File: src/rtl/l2_port_pkg.sv
`default_nettype none
package l2_port_pkg;
  // register byte offsets
  localparam logic [7:0] CFG_OFS    = 8'h00;
  localparam logic [7:0] CMD_OFS    = 8'h04;
  localparam logic [7:0] STAT_OFS   = 8'h08;
  localparam logic [7:0] BYTE_OFS   = 8'h0C;
  // configuration fields
  localparam int CFG_ASYNC_BIT    = 0;
  localparam int CFG_ONCHIP_BIT   = 1;
  localparam int CFG_CPU2_BIT     = 2;
  localparam int CFG_HIT_POL_BIT  = 3;
  localparam int CFG_DIN_POL_BIT  = 4;
  localparam int CFG_DOUT_POL_BIT = 5;
  localparam int CFG_TV_POL_BIT   = 6;
  localparam logic [6:0] CFG_RST  = 7'h00;
  // command fields
  localparam int CMD_STROBE_BIT   = 0;
  localparam int CMD_ADVANCE_BIT  = 1;
  localparam int CMD_LATCH_BIT    = 2;
  localparam int CMD_LATCH_OE_BIT = 3;
  localparam int CMD_TAG_OE_BIT   = 4;
  localparam int CMD_TAG_WE_BIT   = 5;
  localparam int CMD_DIRTY_BIT    = 6;
  localparam int CMD_VALID_BIT    = 7;
  localparam int CMD_DOE_BIT      = 8;
  localparam int CMD_DWE_BIT      = 9;
  localparam int CMD_BA_LSB_BIT   = 10;
  localparam int CMD_BA_MSB_BIT   = 11;
  localparam int CMD_CPU1_BUS_BIT = 12;
  localparam int CMD_DGRANT_BIT   = 13;
  localparam logic [13:0] CMD_RST = 14'h0000;
  localparam logic [7:0]  BYTE_RST = 8'h00;
  // status fields
  localparam int STAT_HIT_BIT   = 0;
  localparam int STAT_DIRTY_BIT = 1;
  localparam int STAT_REQ_BIT   = 2;
  localparam int STAT_AGNT_BIT  = 3;
  localparam int STAT_DGNT_BIT  = 4;
  localparam logic [1:0] RESP_OKAY   = 2'h0;
  localparam logic [1:0] RESP_SLVERR = 2'h2;
endpackage
`default_nettype wire

File: src/rtl/l2_cache_and_second_cpu_pins.sv
// Operation
// - strobe pin: burst address strobe or async latch enable
// - advance pin: burst advance or burst address lsb
// - latch pin: latch transparent or burst address msb
// - line modified input decoded through programmable polarity
// - mark modified output driven at programmable polarity
// - data ram output enable only when rams drive data bus
// - hit input decoded through programmable polarity
// - latch drive enable for tag lookup and tag write
// - tag ram output enable in cache mode
// - tag write enable when tag, valid, dirty rewritten
// - tag valid output at programmable polarity
// - external byte decode: only second write enable pin used
// - on-chip decode: eight per-lane write enables
// - sram type and decode setting change shared pin meaning
// - second cpu mode reassigns three pins to request and grants
// - address grant lets second cpu start a transaction
// - data grant lets second cpu take the data bus
// - lane 0 is most significant byte, lane 7 least
`default_nettype none
module l2_cache_and_second_cpu_pins
  import l2_port_pkg::*;
(
  // clock and reset
  input  wire logic        i_clk_sys,
  input  wire logic        i_rst_n,
  // axi4-lite slave
  input  wire logic [7:0]  i_awaddr,
  input  wire logic        i_awvalid,
  output logic             o_awready,
  input  wire logic [31:0] i_wdata,
  input  wire logic [3:0]  i_wstrb,
  input  wire logic        i_wvalid,
  output logic             o_wready,
  output logic [1:0]       o_bresp,
  output logic             o_bvalid,
  input  wire logic        i_bready,
  input  wire logic [7:0]  i_araddr,
  input  wire logic        i_arvalid,
  output logic             o_arready,
  output logic [31:0]      o_rdata,
  output logic [1:0]       o_rresp,
  output logic             o_rvalid,
  input  wire logic        i_rready,
  // external pins
  input  wire logic        i_hit,
  input  wire logic        i_dirty_in_req,
  output logic             o_strobe,
  output logic             o_advance,
  output logic             o_latch,
  output logic             o_tag_latch_drive_en,
  output logic             o_tag_oe_dgrant,
  output logic             o_dirty_out_agrant,
  output logic             o_tag_ram_write_en,
  output logic             o_tag_valid_out,
  output logic             o_data_ram_out_en,
  output logic [7:0]       o_data_ram_byte_we
);

  // register file
  logic [6:0]  cfg_q;
  logic [6:0]  cfg_d;
  logic [13:0] cmd_q;
  logic [13:0] cmd_d;
  logic [7:0]  lanes_q;
  logic [7:0]  lanes_d;
  logic [4:0]  stat_q;
  logic [4:0]  stat_d;
  // bus handshake state
  logic        aw_q;
  logic        aw_d;
  logic        w_q;
  logic        w_d;
  logic        b_q;
  logic        b_d;
  logic        r_q;
  logic        r_d;
  logic [7:0]  awa_q;
  logic [7:0]  awa_d;
  logic [31:0] wd_q;
  logic [31:0] wd_d;
  logic [31:0] rd_q;
  logic [31:0] rd_d;
  logic [1:0]  bresp_q;
  logic [1:0]  bresp_d;
  logic [1:0]  rresp_q;
  logic [1:0]  rresp_d;
  // pin registers
  logic [8:0]  pins_q;
  logic [8:0]  pins_d;
  logic [7:0]  we_q;
  logic [7:0]  we_d;
  // input synchronisers
  logic        hit_meta_q;
  logic        hit_sync_q;
  logic        din_meta_q;
  logic        din_sync_q;
  // decoded controls
  logic        async_m;
  logic        onchip;
  logic        cpu2;
  logic        hit_dec;
  logic        dirty_dec;
  logic        req;
  logic        agrant;
  logic        dgrant;
  logic        commit;

  function automatic logic ofs_ok(input logic [7:0] a);
    return (a == CFG_OFS) || (a == CMD_OFS) || (a == STAT_OFS) ||
           (a == BYTE_OFS);
  endfunction

  // two-flop synchronisers for pin inputs
  always_ff @(posedge i_clk_sys) begin
    if (!i_rst_n) begin
      hit_meta_q <= 1'b0;
      hit_sync_q <= 1'b0;
      din_meta_q <= 1'b0;
      din_sync_q <= 1'b0;
    end else begin
      hit_meta_q <= i_hit;
      hit_sync_q <= hit_meta_q;
      din_meta_q <= i_dirty_in_req;
      din_sync_q <= din_meta_q;
    end
  end

  // mode and polarity decode
  always_comb begin
    async_m   = cfg_q[CFG_ASYNC_BIT];
    onchip    = cfg_q[CFG_ONCHIP_BIT];
    cpu2      = cfg_q[CFG_CPU2_BIT];
    hit_dec   = hit_sync_q ^ cfg_q[CFG_HIT_POL_BIT];
    dirty_dec = din_sync_q ^ cfg_q[CFG_DIN_POL_BIT];
    req       = cpu2 & din_sync_q;
    // no address grant while primary owns bus
    agrant    = cpu2 & req & ~cmd_q[CMD_CPU1_BUS_BIT];
    // data grant yields to address grant
    dgrant    = cpu2 & ~agrant & ~cmd_q[CMD_CPU1_BUS_BIT] &
                cmd_q[CMD_DGRANT_BIT];
  end

  // pin drive
  always_comb begin
    pins_d = '0;
    we_d   = '0;
    pins_d[0] = cmd_q[CMD_STROBE_BIT];
    pins_d[1] = async_m ? cmd_q[CMD_BA_LSB_BIT] : cmd_q[CMD_ADVANCE_BIT];
    pins_d[2] = async_m ? cmd_q[CMD_BA_MSB_BIT] : cmd_q[CMD_LATCH_BIT];
    pins_d[3] = cmd_q[CMD_LATCH_OE_BIT] | cmd_q[CMD_TAG_OE_BIT] |
                cmd_q[CMD_TAG_WE_BIT];
    pins_d[4] = cpu2 ? dgrant : cmd_q[CMD_TAG_OE_BIT];
    pins_d[5] = cpu2 ? agrant
                     : (cmd_q[CMD_DIRTY_BIT] ^ cfg_q[CFG_DOUT_POL_BIT]);
    pins_d[6] = cmd_q[CMD_TAG_WE_BIT];
    pins_d[7] = cmd_q[CMD_VALID_BIT] ^ cfg_q[CFG_TV_POL_BIT];
    // data output enable, never with a write
    pins_d[8] = cmd_q[CMD_DOE_BIT] & ~cmd_q[CMD_DWE_BIT];
    if (cmd_q[CMD_DWE_BIT]) begin
      // per-lane enables, lane 0 at bit 7
      if (onchip) begin
        we_d = {lanes_q[0], lanes_q[1], lanes_q[2], lanes_q[3],
                lanes_q[4], lanes_q[5], lanes_q[6], lanes_q[7]};
      end else begin
        we_d[6] = 1'b1;
      end
    end
  end

  always_ff @(posedge i_clk_sys) begin
    if (!i_rst_n) begin
      pins_q <= '0;
      we_q   <= '0;
    end else begin
      pins_q <= pins_d;
      we_q   <= we_d;
    end
  end

  // axi4-lite slave and register writes
  always_comb begin
    cfg_d   = cfg_q;
    cmd_d   = cmd_q;
    lanes_d = lanes_q;
    aw_d    = aw_q;
    w_d     = w_q;
    b_d     = b_q;
    r_d     = r_q;
    awa_d   = awa_q;
    wd_d    = wd_q;
    rd_d    = rd_q;
    bresp_d = bresp_q;
    rresp_d = rresp_q;
    commit  = aw_q && w_q && !b_q;
    stat_d = {dgrant, agrant, req, dirty_dec, hit_dec};
    if (i_awvalid && !aw_q) begin
      aw_d  = 1'b1;
      awa_d = i_awaddr;
    end
    if (i_wvalid && !w_q) begin
      w_d  = 1'b1;
      wd_d = i_wdata;
    end
    if (commit) begin
      aw_d    = 1'b0;
      w_d     = 1'b0;
      b_d     = 1'b1;
      bresp_d = ofs_ok(awa_q) ? RESP_OKAY : RESP_SLVERR;
      case (awa_q)
        CFG_OFS: begin
          cfg_d = wd_q[6:0];
        end
        CMD_OFS: begin
          cmd_d = wd_q[13:0];
        end
        BYTE_OFS: begin
          lanes_d = wd_q[7:0];
        end
        default: begin
        end
      endcase
    end
    if (b_q && i_bready) begin
      b_d = 1'b0;
    end
    if (i_arvalid && !r_q) begin
      r_d     = 1'b1;
      rresp_d = ofs_ok(i_araddr) ? RESP_OKAY : RESP_SLVERR;
      case (i_araddr)
        CFG_OFS:  rd_d = {25'h0, cfg_q};
        CMD_OFS:  rd_d = {18'h0, cmd_q};
        STAT_OFS: rd_d = {27'h0, stat_q};
        BYTE_OFS: rd_d = {24'h0, lanes_q};
        default:  rd_d = 32'h0000_0000;
      endcase
    end else if (r_q && i_rready) begin
      r_d = 1'b0;
    end
  end

  // register and handshake state
  always_ff @(posedge i_clk_sys) begin
    if (!i_rst_n) begin
      cfg_q   <= CFG_RST;
      cmd_q   <= CMD_RST;
      lanes_q <= BYTE_RST;
      stat_q  <= '0;
      aw_q    <= 1'b0;
      w_q     <= 1'b0;
      b_q     <= 1'b0;
      r_q     <= 1'b0;
      awa_q   <= '0;
      wd_q    <= '0;
      rd_q    <= '0;
      bresp_q <= RESP_OKAY;
      rresp_q <= RESP_OKAY;
    end else begin
      cfg_q   <= cfg_d;
      cmd_q   <= cmd_d;
      lanes_q <= lanes_d;
      stat_q  <= stat_d;
      aw_q    <= aw_d;
      w_q     <= w_d;
      b_q     <= b_d;
      r_q     <= r_d;
      awa_q   <= awa_d;
      wd_q    <= wd_d;
      rd_q    <= rd_d;
      bresp_q <= bresp_d;
      rresp_q <= rresp_d;
    end
  end

  always_comb begin
    o_awready            = i_awvalid && !aw_q;
    o_wready             = i_wvalid && !w_q;
    o_arready            = i_arvalid && !r_q;
    o_bvalid             = b_q;
    o_bresp              = bresp_q;
    o_rvalid             = r_q;
    o_rresp              = rresp_q;
    o_rdata              = rd_q;
    o_strobe             = pins_q[0];
    o_advance            = pins_q[1];
    o_latch              = pins_q[2];
    o_tag_latch_drive_en = pins_q[3];
    o_tag_oe_dgrant      = pins_q[4];
    o_dirty_out_agrant   = pins_q[5];
    o_tag_ram_write_en   = pins_q[6];
    o_tag_valid_out      = pins_q[7];
    o_data_ram_out_en    = pins_q[8];
    o_data_ram_byte_we   = we_q;
  end

endmodule // l2_cache_and_second_cpu_pins
`default_nettype wire

File: config.mk
export PLATFORM = sky130hd
export DESIGN_NAME = l2_cache_and_second_cpu_pins
export DESIGN_NICKNAME = d
export VERILOG_FILES = /design/src/rtl/l2_port_pkg.sv /design/src/rtl/l2_cache_and_second_cpu_pins.sv
export SDC_FILE = /design/constraint.sdc
export NUM_CORES = 1
export LEC_CHECK = 0
export ABC_CLOCK_PERIOD_IN_PS = 1700
export BUFFER_PORTS_ARGS = -buffer_cell sky130_fd_sc_hd__buf_2
export CAP_MARGIN = 40
export CORE_MARGIN = 10
export CORE_UTILIZATION = 51
export DETAILED_ROUTE_END_ITERATION = 12
export PLACE_DENSITY = 0.9
export SETUP_SLACK_MARGIN = 0.02
export SYNTH_ARGS = -nofsm -noshare
export SYNTH_HDL_FRONTEND = slang
export SYNTH_SLANG_ARGS = --single-unit
export TNS_END_PERCENT = 50
File: constraint.sdc
create_clock -name i_clk_sys -period 1.7 [get_ports i_clk_sys]
set_clock_uncertainty 0.15 [all_clocks]
set_input_delay 0.17 -clock i_clk_sys [delete_from_list [all_inputs] [get_ports i_clk_sys]]
set_output_delay 0.17 -clock i_clk_sys [all_outputs]
set_load 0.05 [all_outputs]
# Yosys cells after proc, flatten, opt, wreduce, memory -nomap -nowiden
# Index checks and enable logic that the tools add are counted.
[classes]
bitwise = 17
muxes = 10
n_reduce_logical = 27
eq_ne = 6
[op_table]
columns = ["operator", "n"]
rows = [
  ["14-bit case mux with 4 select lines", 1],
  ["8-bit by 4-bit equality test with 1-bit output, second input constant", 4],
  ["8-bit by 3-bit equality test with 1-bit output, second input constant", 2],
  ["8-bit zero test", 2],
  ["2-bit AND reduction", 4],
  ["1-bit AND", 7],
  ["1-bit logical AND", 7],
  ["1-bit two-way mux", 7],
  ["1-bit logical OR", 6],
  ["1-bit zero test", 4],
  ["2-bit two-way mux", 2],
  ["1-bit NOT", 4],
  ["2-bit OR reduction", 2],
  ["1-bit bitwise XOR", 4],
  ["3-bit AND reduction", 1],
  ["1-bit bitwise OR", 2],
  ["2-bit nonzero test", 1],
]
[word_totals]
reg_bits = 117
elab_cells = 80
out_inout_bits = 58
input_bits = 61

# Logic depth before layout (Yosys ltp)
[depth]
depth_word = 8
ltp_mapped = 5
ltp_nobuf = 4

# Least setup slack after synthesis
# OpenSTA, ideal clock, no wires.
[synth_path]
kind = "register to register"
start = "reg b_q (netlist: o_bvalid)"
end = "reg lanes_q[0]"
setup_ns = 0.127
period_less_slack_ns = 1.776
n_path_buf = 1
path_stages_with_launch = 5
arrival_ns = 1.498
t_required_ns = 1.423
setup_slack_ns = -0.076
path_cell_list = "dfxtp_1 and3b_1 clkbuf_1 nand4_2 mux2i_1"
[synth_via]
elab_chain_cells = 3
[synth_rtl]
columns = ["element", "line_no", "text"]
rows = [
  ["start, declared", "l2_cache_and_second_cpu_pins.sv:74", "logic b_q;"],
  ["start signal, assigned", "l2_cache_and_second_cpu_pins.sv:251", "b_q <= 1'b0;"],
  ["start signal, assigned", "l2_cache_and_second_cpu_pins.sv:265", "b_q <= b_d;"],
  ["1-bit zero test", "l2_cache_and_second_cpu_pins.sv:195", "commit = aw_q && w_q && !b_q;"],
  ["1-bit logical AND", "l2_cache_and_second_cpu_pins.sv:195", ""],
  ["2-bit AND reduction (no source line)", "-", ""],
  ["end signal, assigned", "l2_cache_and_second_cpu_pins.sv:261", "lanes_q <= lanes_d;"],
  ["end, declared", "l2_cache_and_second_cpu_pins.sv:65", "logic [7:0] lanes_q;"],
]
# Every way passes these cells.
# A chain may end at the register's enable or synchronous reset.

# Worst setup path after layout
[layout_path]
start = "in i_arvalid"
end = "out o_arready"
[layout_via]
elab_chain_cells = 1
[layout_rtl]
columns = ["element", "line_no", "text"]
rows = [
  ["start, declared", "l2_cache_and_second_cpu_pins.sv:39", "input wire logic i_arvalid,"],
  ["1-bit logical AND", "l2_cache_and_second_cpu_pins.sv:278", "o_arready = i_arvalid && !r_q;"],
  ["end, declared", "l2_cache_and_second_cpu_pins.sv:40", "output logic o_arready,"],
]
# Every way passes these cells.

==> results.json <==
{
  "status": "completed",
  "yosysTopAreaCell": "dfxtp_1",
  "grt_pass1_vias": 3041,
  "synth-main-ff-cell": "dfxtp_1",
  "fmax_mhz": 629,
  "detail_route.vias_per_cell": 5.00,
  "die_area_um2": 11400,
  "async_reset_ff_share_pct": 0,
  "yosys_warnings": 0,
  "wl_per_cell_um": 15.3,
  "rsz0062_at_grt": "true",
  "fin_nets": 567,
  "cp_data_arrival_time_ns": 1.27,
  "drc": 0,
  "root_buffer": "clkbuf_8",
  "ys_seq_area_share_pct": 50.8,
  "crit_type": "input port to primary output",
  "cts_buffers": 9,
  "hp-class": "input port to register",
  "synth_top_family_by_area": "simple AND/OR/NAND/NOR gates",
  "cp-end-kind": "primary output",
  "port_buffers": 76,
  "antenna_cells": 0,
  "final.min_clock_period_ns": 1.59,
  "muxShareOfSynthArea_pct": 11.9,
  "antenna_found_initial": 0,
  "final_area_um2": 4820,
  "synth_area_per_cell_um2": 9.71,
  "synth_xor_area_share_pct": 0.916,
  "critPathLaunchType": "input port",
  "die_h_um": 107,
  "crit_required_ns": 1.38,
  "yosysUniqueCellTypes": 37,
  "finalSetupViolCount": 0,
  "drv_cap": 0,
  "post-place-ws_ns": -0.0505,
  "power_switching_w": 0.00114,
  "drive_above_1_share_pct": 24.1,
  "firstDrtPassIters": 5,
  "clkTransAtPathRegs_ns": 0.09,
  "ys_top_cells_by_area": "dfxtp_1, nand2_1, mux2i_1",
  "grt_usage_pct": 15.8,
  "grt_max_degree": 46,
  "p_leak_nw": 2.24,
  "hold_viol_final": 0,
  "cts_tree": "built",
  "drtIter0Drc": 210,
  "ios": 119,
  "row_count": 31,
  "worstSkewPairLatency_ns": 0.35,
  "synth_fa_ha_area_share_pct": 0,
  "clkPwrFrac_pct": 36.1,
  "initial_core_util_pct": 52.5,
  "die_x_um": 107,
  "synth_cells": 394,
  "gp_congestion": 0.851,
  "seqPwrFrac_pct": 52.7,
  "synth_compound_area_share_pct": 8.80,
  "wl_um": 9330,
  "grt-ovfl-total": 0,
  "power_w": 0.00447,
  "pwr-share-comb_pct": 11.2,
  "p_int_w": 0.00333,
  "synthSimpleGateAreaFrac_pct": 20.2,
  "synthTopCellsByCount": "dfxtp_1, nand2_1, mux2i_1",
  "cts_buffer_depth": 2,
  "place_hpwl_um": 6400,
  "netlist_area_um2": 3830,
  "vias": 3048,
  "sw_frac_of_total_pct": 25.5,
  "areaGrowthSynthToFinish_pct": 25.9,
  "powerDensity_nw_per_um2": 927,
  "htreeDepth": 3,
  "cts_sinks": 97,
  "cp_max_fo": 3,
  "drt.antenna.violating_nets": 0,
  "core_region_area_um2": 7290,
  "fin_crit_sh_pct": 93.6,
  "setup_tns_ns": 0,
  "yosysMostFrequentCell": "dfxtp_1",
  "timing.final.ws_setup_ns": 0.109,
  "placed_area_um2": 4260,
  "synth_edf_count": 0,
  "irDropWorstVdd_mv": 0.451,
  "post-synth-top-area-fraction_pct": 50.8,
  "ys_ff_latch": 97,
  "grt_first_pass_wirelength_um": 14700,
  "slew_violations": 0
}
[critical path: stages]
cell and delay (ns):
dlygate4sd3_1 0.53, buf_2 0.12, nand2b_1 0.10, inv_1 0.09, buf_2 0.26
[cells in the final DEF, fill, tap and decap left out, types with 2 or more instances in the layout]
cell,n
nand4_4,3
nand4_1,7
and2_1,15
clkinvlp_4,2
inv_1,11
nand2_1,95
o211a_1,2
nor2_1,6
a21boi_0,29
and3_1,2
nand3_1,10
dfxtp_1,96
bufinv_16,2
nand2b_1,4
a31o_2,2
clkbuf_8,9
mux2i_1,33
inv_6,2
and3b_1,2
nor2b_1,5
o21ai_1,7
mux4_2,5
conb_1,20
a21oi_1,2
buf_2,75
o21a_1,3
dlygate4sd3_1,30
xor2_1,4
buf_4,16
[final timing paths]
path         cells after the start    endpoint  slack (ns)        from
max                              5   o_arready        0.11   i_arvalid
min reg2reg                      2  o_rdata[4]        0.30  o_rdata[4]
min                              3   stat_q[3]        0.04     i_rst_n
max reg2reg                      4   cmd_q[10]        0.13    o_bvalid
[sequential cells by signal, indices dropped and copies added, names as in the netlist, 5 cells and up]
| signal | flops |
|---|---|
| awa_q | 8 |
| cfg_q | 7 |
| cmd_q | 14 |
| lanes_q | 8 |
| o_data_ram_byte_we | 8 |
| o_rdata | 14 |
| pins_q | 9 |
| stat_q | 5 |
| wd_q | 14 |
[area by class of cell]
type	count	area, um2
Clock buffer	9	124
Clock inverter	6	90.1
Fill cell	591	2470
Inverter	12	48.8
Multi-Input combinational cell	265	1690
Sequential cell	97	1940
Tap cell	99	124
Timing Repair Buffer	121	796
[cells by family (layout without fill, tap and decap cells)]
group / count (synthesis) / count (layout)
and+or+nand+nor: 155 / 155
DFF: 97 / 97
buffers and inverters: 51 / 148
AOI/OAI and AO/OA: 47 / 47
muxes: 39 / 39
xor gates and xnor gates: 4 / 4
other: 1 / 20
[stage by stage]
stage | cells | hold WS (ns) | utilization [%]
final | 609 | 0.0435 | 66.1
after global routing | 609 | 0.0322 | 66.1
after CTS | 607 | 0.0209 | 65.8
after detailed placement | 560 | 0.241 | 58.4
after global placement | 560 | 0.231 | 58.4
after floorplan | 413 | 0.136 | -
[routing by layer]
layer / GRT usage (%) / share of wire (%) / wire (um) / vias to the layer above
met2: 26.6 / 50 / 4680 / 106
met4: 6.77 / 1.6 / 145 / 0
li1: - / - / - / 1492
met1: 17.8 / 40 / 3770 / 1438
met3: 5.57 / 8.0 / 743 / 12
met5: 0 / 0 / 0 / -
[what timing repair did]
item | CTS | global route
resized for setup | 1 | 3
pin swaps | 1 | 1
hold buffers | 30 | 0
buffers inserted | 2 | 2
hold endpoints to repair | 29 | 0
setup endpoints to repair | 21 | 32
[power by group through the flow]
stage	Sequential (W)	Combinational, W	Clock, W
2_1_floorplan	0.00242	0.000328	0
3_3_place_gp	0.00240	0.000409	0
3_5_place_dp	0.00240	0.000416	0
4_1_cts	0.00235	0.000476	0.00163
5_1_grt	0.00236	0.000540	0.00175
6_report	0.00235	0.000502	0.00161
Power figures use the tool's default switching activity.
